$ cat src/rtl/uart_regs_pkg.sv
// constants, register ids and the register layout of one uart channel
package uart_regs_pkg;

  localparam int          DATA_W         = 8;
  localparam int          ADDR_W         = 3;

  localparam logic [2:0]  OFS_HOLD       = 3'h0;
  localparam logic [2:0]  OFS_IER        = 3'h1;
  localparam logic [2:0]  OFS_ISR        = 3'h2;
  localparam logic [2:0]  OFS_LCR        = 3'h3;
  localparam logic [2:0]  OFS_MCR        = 3'h4;
  localparam logic [2:0]  OFS_LSR        = 3'h5;
  localparam logic [2:0]  OFS_MSR        = 3'h6;
  localparam logic [2:0]  OFS_SPR        = 3'h7;

  localparam int          LCR_DIV_BIT    = 7;
  localparam int          FEATURE_CONTROL_SWAP_BIT  = 6;
  localparam int          FEATURE_CONTROL_TXSEL_BIT = 7;
  localparam int          ENHANCED_MODE_SELECT_TXSEL_BIT = 0;
  localparam int          AFR_CONC_BIT   = 0;

  localparam logic [7:0]  ENH_KEY        = 8'hBF;
  localparam logic [7:0]  RST_ZERO       = 8'h00;
  localparam logic [7:0]  RST_SPR        = 8'hFF;
  localparam logic [7:0]  RST_ENHANCED_MODE_SELECT       = 8'h80;

  typedef enum logic [4:0] {
    REG_NONE, REG_HOLD, REG_DLL, REG_DLM, REG_AFR, REG_REV, REG_IDENT,
    REG_IER, REG_ISR, REG_FCR, REG_LCR, REG_MCR, REG_LSR, REG_MSR,
    REG_SPR, REG_FIFO_LEVEL_STATUS, REG_ENHANCED_MODE_SELECT, REG_TRG, REG_FC, REG_FEATURE_CONTROL, REG_EFR,
    REG_XON1, REG_XON2, REG_XOFF1, REG_XOFF2
  } reg_id_t;

  typedef struct packed {
    logic [7:0] line_control;
    logic [7:0] interrupt_enable;
    logic [7:0] fifo_control;
    logic [7:0] modem_control;
    logic [7:0] dll;
    logic [7:0] divisor_high;
    logic [7:0] alternate_function;
    logic [7:0] feature_control;
    logic [7:0] enhanced_function;
    logic [7:0] fifo_trigger_level;
    logic [7:0] enhanced_mode_select;
    logic [7:0] scratch_pad;
    logic [7:0] xon1;
    logic [7:0] xon2;
    logic [7:0] xoff1;
    logic [7:0] xoff2;
  } chan_regs_t;

  localparam chan_regs_t CH_RESET = '{
    line_control: RST_ZERO, interrupt_enable: RST_ZERO, fifo_control: RST_ZERO, modem_control: RST_ZERO,
    dll: RST_ZERO, divisor_high: RST_ZERO, alternate_function: RST_ZERO, feature_control: RST_ZERO,
    enhanced_function: RST_ZERO, fifo_trigger_level: RST_ZERO, enhanced_mode_select: RST_ENHANCED_MODE_SELECT, scratch_pad: RST_SPR,
    xon1: RST_ZERO, xon2: RST_ZERO, xoff1: RST_ZERO, xoff2: RST_ZERO};

endpackage

$ cat src/rtl/reg_sel_if.sv
// register selection signals between decoder, read mux and channel bank
`timescale 1ns/10ps
interface reg_sel_if;
  import uart_regs_pkg::*;
  logic [2:0] offset;
  logic [7:0] line_control;
  logic       feature_control_swap;
  logic       div_zero;
  reg_id_t    rd_sel;
  reg_id_t    wr_sel;

  modport dec  (input offset, line_control, feature_control_swap, div_zero,
                output rd_sel, wr_sel);
  modport user (output offset, line_control, feature_control_swap, div_zero,
                input rd_sel, wr_sel);
  modport rmux (input rd_sel);
endinterface

$ cat src/rtl/addr_decode.sv
// decodes offset and mode bits into the register read and written
`timescale 1ns/10ps
module addr_decode (
  reg_sel_if.dec sel
);
  import uart_regs_pkg::*;

  logic enh;
  logic div;

  always_comb begin
    enh = (sel.line_control == ENH_KEY);
    div = sel.line_control[LCR_DIV_BIT] && !enh;
    sel.rd_sel = REG_NONE;
    sel.wr_sel = REG_NONE;
    case (sel.offset)
      OFS_HOLD: begin
        if (enh) begin
          sel.rd_sel = REG_FC;
          sel.wr_sel = REG_TRG;
        // divisor low, revision while divisor is zero
        end else if (div) begin
          sel.rd_sel = sel.div_zero ? REG_REV : REG_DLL;
          sel.wr_sel = REG_DLL;
        end else begin
          sel.rd_sel = REG_HOLD;
          sel.wr_sel = REG_HOLD;
        end
      end
      OFS_IER: begin
        if (enh) begin
          sel.rd_sel = REG_FEATURE_CONTROL;
          sel.wr_sel = REG_FEATURE_CONTROL;
        end else if (div) begin
          sel.rd_sel = sel.div_zero ? REG_IDENT : REG_DLM;
          sel.wr_sel = REG_DLM;
        end else begin
          sel.rd_sel = REG_IER;
          sel.wr_sel = REG_IER;
        end
      end
      OFS_ISR: begin
        if (enh) begin
          sel.rd_sel = REG_EFR;
          sel.wr_sel = REG_EFR;
        end else if (div) begin
          sel.rd_sel = REG_AFR;
          sel.wr_sel = REG_AFR;
        end else begin
          sel.rd_sel = REG_ISR;
          sel.wr_sel = REG_FCR;
        end
      end
      OFS_LCR: begin
        sel.rd_sel = REG_LCR;
        sel.wr_sel = REG_LCR;
      end
      OFS_MCR: begin
        sel.rd_sel = enh ? REG_XON1 : REG_MCR;
        sel.wr_sel = enh ? REG_XON1 : REG_MCR;
      end
      OFS_LSR: begin
        // status is read only; write falls on nothing, or on xon2 under the enhanced key
        sel.rd_sel = enh ? REG_XON2 : REG_LSR;
        sel.wr_sel = enh ? REG_XON2 : REG_NONE;
      end
      OFS_MSR: begin
        sel.rd_sel = enh ? REG_XOFF1 : REG_MSR;
        sel.wr_sel = enh ? REG_XOFF1 : REG_NONE;
      end
      OFS_SPR: begin
        if (enh) begin
          sel.rd_sel = REG_XOFF2;
          sel.wr_sel = REG_XOFF2;
        end else if (sel.feature_control_swap) begin
          sel.rd_sel = REG_FIFO_LEVEL_STATUS;
          sel.wr_sel = REG_ENHANCED_MODE_SELECT;
        end else begin
          sel.rd_sel = REG_SPR;
          sel.wr_sel = REG_SPR;
        end
      end
      default: begin
        sel.rd_sel = REG_NONE;
        sel.wr_sel = REG_NONE;
      end
    endcase
  end

endmodule

$ cat src/rtl/read_mux.sv
// selects one channel's read data from stored and core-side values
`timescale 1ns/10ps
module read_mux #(
  parameter logic [7:0] REV_CODE   = 8'h5C,
  parameter logic [7:0] IDENT_CODE = 8'h3E
) (
  reg_sel_if.rmux                   sel,
  input  wire uart_regs_pkg::chan_regs_t regs,
  input  wire logic [7:0]           rx_data,
  input  wire logic [7:0]           int_status,
  input  wire logic [7:0]           line_status,
  input  wire logic [7:0]           modem_status,
  input  wire logic [7:0]           rx_level,
  input  wire logic [7:0]           tx_level,
  output logic [7:0]                data
);
  import uart_regs_pkg::*;

  always_comb begin
    case (sel.rd_sel)
      REG_HOLD:  data = rx_data;
      REG_DLL:   data = regs.dll;
      REG_DLM:   data = regs.divisor_high;
      REG_AFR:   data = regs.alternate_function;
      REG_REV:   data = REV_CODE;
      REG_IDENT: data = IDENT_CODE;
      REG_IER:   data = regs.interrupt_enable;
      REG_ISR:   data = int_status;
      REG_LCR:   data = regs.line_control;
      REG_MCR:   data = regs.modem_control;
      REG_LSR:   data = line_status;
      REG_MSR:   data = modem_status;
      REG_SPR:   data = regs.scratch_pad;
      // level counter picked by mode select
      REG_FIFO_LEVEL_STATUS:  data = regs.enhanced_mode_select[ENHANCED_MODE_SELECT_TXSEL_BIT] ? tx_level : rx_level;
      REG_FC:    data = regs.feature_control[FEATURE_CONTROL_TXSEL_BIT] ? tx_level : rx_level;
      REG_FEATURE_CONTROL:  data = regs.feature_control;
      REG_EFR:   data = regs.enhanced_function;
      REG_XON1:  data = regs.xon1;
      REG_XON2:  data = regs.xon2;
      REG_XOFF1: data = regs.xoff1;
      REG_XOFF2: data = regs.xoff2;
      default:   data = RST_ZERO;
    endcase
  end

endmodule

$ cat src/rtl/uart_channel_register_decode.sv
// host register port and register banks of a multi-channel uart
`timescale 1ns/10ps
module uart_channel_register_decode
  import uart_regs_pkg::*;
#(
  parameter int         NCH        = 2,
  parameter logic [7:0] REV_CODE   = 8'h5C,
  parameter logic [7:0] IDENT_CODE = 8'h3E
) (
  input  wire logic                          clk,
  input  wire logic                          reset,
  input  wire logic                          cs_n,
  input  wire logic [$clog2(NCH)-1:0]        channel_select,
  input  wire logic [uart_regs_pkg::ADDR_W-1:0] addr,
  input  wire logic                          rd,
  input  wire logic                          wr,
  input  wire logic [uart_regs_pkg::DATA_W-1:0] data_in,
  output logic      [uart_regs_pkg::DATA_W-1:0] data_out,
  output logic                               data_oe,
  input  wire logic [NCH-1:0][7:0]           rx_data,
  input  wire logic [NCH-1:0][7:0]           int_status,
  input  wire logic [NCH-1:0][7:0]           line_status,
  input  wire logic [NCH-1:0][7:0]           modem_status,
  input  wire logic [NCH-1:0][7:0]           rx_level,
  input  wire logic [NCH-1:0][7:0]           tx_level,
  output uart_regs_pkg::chan_regs_t [NCH-1:0] cfg,
  output logic [NCH-1:0]                     tx_load,
  output logic [uart_regs_pkg::DATA_W-1:0]   tx_data,
  output logic [NCH-1:0]                     fcr_load,
  output logic [NCH-1:0]                     rx_pop
);
  import uart_regs_pkg::*;

  localparam int CH_W = $clog2(NCH);

  typedef struct packed {
    chan_regs_t [NCH-1:0] ch;
    logic [7:0]           dout;
    logic                 doe;
    logic                 rd_prev;
    logic [NCH-1:0]       tx_load;
    logic [7:0]           tx_data;
    logic [NCH-1:0]       fcr_load;
    logic [NCH-1:0]       rx_pop;
  } state_t;

  localparam state_t ST_RESET = '{
    ch:       {NCH{CH_RESET}},
    dout:     RST_ZERO,
    doe:      1'b0,
    rd_prev:  1'b0,
    tx_load:  '0,
    tx_data:  RST_ZERO,
    fcr_load: '0,
    rx_pop:   '0};

  state_t               st_reg;
  state_t               st_next;
  reg_id_t              rd_sel [NCH];
  reg_id_t              wr_sel [NCH];
  logic [NCH-1:0][7:0]  rdata;
  logic [NCH-1:0]       wr_hit;
  logic                 rd_take;
  logic                 wr_take;
  logic                 conc;

  // one decoder and read path per channel
  for (genvar i = 0; i < NCH; i++) begin : g_ch
    reg_sel_if u_sif ();

    assign u_sif.offset    = addr;
    assign u_sif.line_control       = st_reg.ch[i].line_control;
    assign u_sif.feature_control_swap = st_reg.ch[i].feature_control[FEATURE_CONTROL_SWAP_BIT];
    assign u_sif.div_zero  = (st_reg.ch[i].dll == RST_ZERO) &&
                             (st_reg.ch[i].divisor_high == RST_ZERO);
    assign rd_sel[i]       = u_sif.rd_sel;
    assign wr_sel[i]       = u_sif.wr_sel;

    addr_decode u_dec (
      .sel (u_sif)
    );

    read_mux #(
      .REV_CODE   (REV_CODE),
      .IDENT_CODE (IDENT_CODE)
    ) u_mux (
      .sel          (u_sif),
      .regs         (st_reg.ch[i]),
      .rx_data      (rx_data[i]),
      .int_status   (int_status[i]),
      .line_status  (line_status[i]),
      .modem_status (modem_status[i]),
      .rx_level     (rx_level[i]),
      .tx_level     (tx_level[i]),
      .data         (rdata[i])
    );

    assign wr_hit[i] = wr_take &&
                       ((channel_select == CH_W'(i)) || conc);
  end

  assign rd_take = !cs_n && rd;
  assign wr_take = !cs_n && wr;
  assign conc    = st_reg.ch[channel_select].alternate_function[AFR_CONC_BIT];

  always_comb begin
    st_next          = st_reg;
    st_next.tx_load  = '0;
    st_next.fcr_load = '0;
    st_next.rx_pop   = '0;
    st_next.doe      = rd_take;
    st_next.rd_prev  = rd_take;
    if (rd_take) begin
      st_next.dout = rdata[channel_select];
    end
    // side effect once per read, however long the strobe stands
    // receive holding pop
    if (rd_take && !st_reg.rd_prev &&
        rd_sel[channel_select] == REG_HOLD) begin
      st_next.rx_pop[channel_select] = 1'b1;
    end
    // writes only land on writable ids
    for (int i = 0; i < NCH; i++) begin
      if (wr_hit[i]) begin
        case (wr_sel[i])
          REG_HOLD: begin
            st_next.tx_load[i] = 1'b1;
            st_next.tx_data    = data_in;
          end
          REG_DLL:   st_next.ch[i].dll   = data_in;
          REG_DLM:   st_next.ch[i].divisor_high   = data_in;
          REG_AFR:   st_next.ch[i].alternate_function   = data_in;
          REG_IER:   st_next.ch[i].interrupt_enable   = data_in;
          REG_FCR: begin
            st_next.ch[i].fifo_control   = data_in;
            st_next.fcr_load[i] = 1'b1;
          end
          REG_LCR:   st_next.ch[i].line_control   = data_in;
          REG_MCR:   st_next.ch[i].modem_control   = data_in;
          REG_SPR:   st_next.ch[i].scratch_pad   = data_in;
          REG_ENHANCED_MODE_SELECT:  st_next.ch[i].enhanced_mode_select  = data_in;
          REG_TRG:   st_next.ch[i].fifo_trigger_level   = data_in;
          REG_FEATURE_CONTROL:  st_next.ch[i].feature_control  = data_in;
          REG_EFR:   st_next.ch[i].enhanced_function   = data_in;
          REG_XON1:  st_next.ch[i].xon1  = data_in;
          REG_XON2:  st_next.ch[i].xon2  = data_in;
          REG_XOFF1: st_next.ch[i].xoff1 = data_in;
          REG_XOFF2: st_next.ch[i].xoff2 = data_in;
          default:   st_next.ch[i]       = st_reg.ch[i];
        endcase
      end
    end
  end

  always_ff @(posedge clk or posedge reset) begin
    if (reset) begin
      st_reg <= ST_RESET;
    end else begin
      st_reg <= st_next;
    end
  end

  assign data_out = st_reg.dout;
  assign data_oe  = st_reg.doe;
  assign cfg      = st_reg.ch;
  assign tx_load  = st_reg.tx_load;
  assign tx_data  = st_reg.tx_data;
  assign fcr_load = st_reg.fcr_load;
  assign rx_pop   = st_reg.rx_pop;

  logic       ch0_rd;
  logic       ch0_wr;
  logic       bf0;
  assign ch0_rd = rd_take && (channel_select == '0);
  assign ch0_wr = wr_hit[0];
  assign bf0    = (st_reg.ch[0].line_control == ENH_KEY);
endmodule

$ cat config.mk
export PLATFORM = sky130hd
export DESIGN_NAME = uart_channel_register_decode
export DESIGN_NICKNAME = d
export VERILOG_FILES = /design/src/rtl/uart_regs_pkg.sv /design/src/rtl/reg_sel_if.sv /design/src/rtl/addr_decode.sv /design/src/rtl/read_mux.sv /design/src/rtl/uart_channel_register_decode.sv
export SDC_FILE = /design/constraint.sdc
export NUM_CORES = 1
export LEC_CHECK = 0
export BUFFER_PORTS_ARGS = -buffer_cell sky130_fd_sc_hd__buf_4
export CORE_MARGIN = 5
export CORE_UTILIZATION = 33
export CTS_BUF_LIST = sky130_fd_sc_hd__clkbuf_8
export DETAILED_ROUTE_END_ITERATION = 6
export PLACE_DENSITY_LB_ADDON = 0.3
export SYNTH_ARGS = -nofsm -noshare
export SYNTH_HDL_FRONTEND = slang
export SYNTH_SLANG_ARGS = --single-unit
$ cat constraint.sdc
create_clock -name clk -period 9.75 [get_ports clk]
set_clock_uncertainty 0.2 [all_clocks]
set_input_delay 0.975 -clock clk [delete_from_list [all_inputs] [get_ports clk]]
set_output_delay 0.975 -clock clk [all_outputs]
set_load 0.1 [all_outputs]
==> run_results.csv <==
group,metric,value,unit
worst_setup_path,critPathLaunchType,"flip-flop",
sta,setup_viol,0,
layout,synthToLayoutAreaGrowth,29.9,%
sta,finalCritPeriodShare,48.5,%
layout,stdcell_area,19200,um^2
yosys,synthesis.area,14800,um^2
global_route,grt_pass1_vias,13500,
layout,drive_gt1_share,49.7,%
clock_network,numCtsBuffers,51,
floorplanning,dieHeight,222,um
yosys,yosysMostFrequentCell,"mux2_2",
clock_network,cts_setup_buffers,0,
sta,maxSlewViolCount,0,
layout,multi_input_area,7290,um^2
worst_setup_path,critical_path_class,"flip-flop to flip-flop",
hold_path,hp-class,"flip-flop to flip-flop",
global_route,gr-total-overflow,0,
clock_network,ctsHoldBuffers,0,
sta,worst_pin_slew,1180,ps
power_and_ir_drop,p_leak,0.00924,uW
clock_network,htree_levels,2,
yosys,synth_top_area_share,44.1,%
worst_setup_path,arrival,5020,ps
route,wirelength,68600,um
yosys,ys.flop_type,"dfrtp_1",
clock_network,cts.sinks,279,
clock_network,clockBufferDepth,3,
global_route,grt_max_degree,139,
power_and_ir_drop,p_per_area,206,nW/um^2
yosys,ys_async_sr_fraction,100,%
placement,placed_cells_incl_taps,2159,
floorplanning,die_w,222,um
floorplanning,io_pins,392,
yosys,yosysSeqAreaShare,47.3,%
route,vias_per_cell,5.81,
clock_network,clk_pin_slew,50,ps
layout,seq_area,7000,um^2
placement,hpwl,50500,um
sta,fin_tns_setup,0,ps
sta,relSlewSlack,19.5,%
route,drc,0,
sta,final.min_clock_period,4730,ps
layout,largest_reg_flops,240,
sta,holdWs,302,ps
global_route,grt_pass1_wl,97900,um
run,cap_violations,0,
route,first_iter_violations,1343,
sta,grt_setup_unrepaired,"false",
clock_network,cts_resized,0,
yosys,ys_ff_latch,279,
worst_setup_path,ff2ff_setup_slack,5020,ps
worst_setup_path,crit_fanout,24,
hold_path,hold_depth,1,
clock_network,root_buffer,"clkbuf_8",
clock_network,tritoncts,"built",
placement,gp_congestion,0.994,
route,antenna_left,0,
route,post_drt_wl_per_cell,30.4,um
yosys,synth_edf_count,0,
layout,nNetsFinal,1733,
worst_setup_path,required,10040,ps
yosys,synth_warnings,0,
placement,port_buffers,391,
yosys,syn_avg_cell_area,11.8,um^2
sta,hold_viol_final,0,
global_route,grt_antenna_before_repair,3,
yosys,synth_cell_types,93,
yosys,synth_top_cells_by_count,"mux2_2, dfrtp_1, nand2_1",
power_and_ir_drop,p_total,3970,uW
worst_setup_path,rr_endpoint,"cfg[171]",
floorplanning,rows,77,
power_and_ir_drop,ir_drop,0.122,mV
hold_path,min_to,"cfg[232]",
worst_setup_path,worstSetupEndpointType,"flip-flop",
floorplanning,core_region_area,44300,um^2
route,vias,13100,
layout,stdcell_count,2253,
clock_network,clkLatencyLatePin,660,ps
placement,placed_cell_area,18200,um^2
hold_path,min_from,"cfg[232]",
yosys,synth_area_leader_cell,"dfrtp_1",
yosys,synth_area_leaders,"dfrtp_1, mux2_2, mux2i_1",
global_route,grt_usage,26.6,%
layout,fill_cells,4302,
route,drtPass1Iterations,5,
status,outcome,"finished, final reports clean",
yosys,syn_nets,1371,
floorplanning,start_util,33.4,%
floorplanning,die_area,49200,um^2
worst_setup_path,r2r_start,"g_ch[1].u_sif.line_control[7]",
yosys,netlist_instances,1258,
worst_setup_path,reg2reg_depth,7,
sta,clock.fmax,212,MHz
[worst max-delay path by stage]
| stage | from | endpoint | slack [ps] |
|---|---|---|---|
| after floorplan | reset | cfg[0] | 910 |
| after global placement | addr[0] | data_out[5] | 4550 |
| after detailed placement | addr[0] | cfg[172] | 4600 |
| after CTS | g_ch[1].u_sif.line_control[7] | cfg[172] | 5140 |
| after global routing | g_ch[1].u_sif.line_control[7] | cfg[172] | 4840 |
| final | g_ch[1].u_sif.line_control[7] | cfg[171] | 5020 |
[critical path, stage by stage, from the launching register on]
cell	delay, ps
dfrtp_1	670
nand4_2	390
nor2_2	950
and2_1	530
nand4_1	300
o22a_1	430
or3b_1	700
mux2_4	390
[cell usage in the layout, fill, tap and decap left out, drive strengths merged, types with 7 or more instances in the layout]
master / instances
buf: 413
mux2: 284
dfrtp: 261
nand2: 69
clkbuf: 65
mux2i: 50
a21oi: 45
nor2: 44
o21ai: 36
nor3: 34
inv: 30
a22oi: 22
nor4: 21
dfstp: 18
nand3: 17
nand4: 16
a221oi: 13
o22ai: 13
a211oi: 12
a22o: 12
a2111oi: 11
or3: 9
nor2b: 8
a31oi: 8
a221o: 8
o2bb2ai: 8
a32oi: 8
o211ai: 8
and3: 7
and2: 7
[through the flow]
stage	setup WS [ps]	util, %
after floorplan	911	-
after global placement	4550	41.0
after detailed placement	4600	41.0
after CTS	5140	43.4
after global routing	4840	43.4
final	5020	43.4
[cell type report]
class	instances	area share (%)
timing repair buffer	413	16.1
clock inverter	28	0.839
sequential	279	36.4
antenna	1	0.0130
tap	592	3.85
clock buffer	65	4.65
multi-input combinational	865	37.9
inverter	10	0.234
[cells by family after synthesis]
group	Yosys count	synth area share [%]
buffers and inverters	114	3.53
multiplexers	334	25.4
AND/OR/NAND/NOR	270	10.4
AO/OA/AOI/OAI	261	13.4
flip-flops	279	47.3
[where the power goes]
part | internal (uW) | switching, uW
Combinational | 310 | 1100
Clock | 627 | 522
Sequential | 1270 | 132
Total | 2210 | 1760
[per-layer routing]
layer	global-route usage (%)	share of wire (%)	wire, um	up-vias
met4	8.29	3.2	2170	2
li1	-	-	-	5530
met2	43.6	48	32700	699
met3	8.16	9.4	6480	123
met1	33.9	40	27200	6725
met5	0	0.019	13	-
Power figures use the tool's default switching activity.
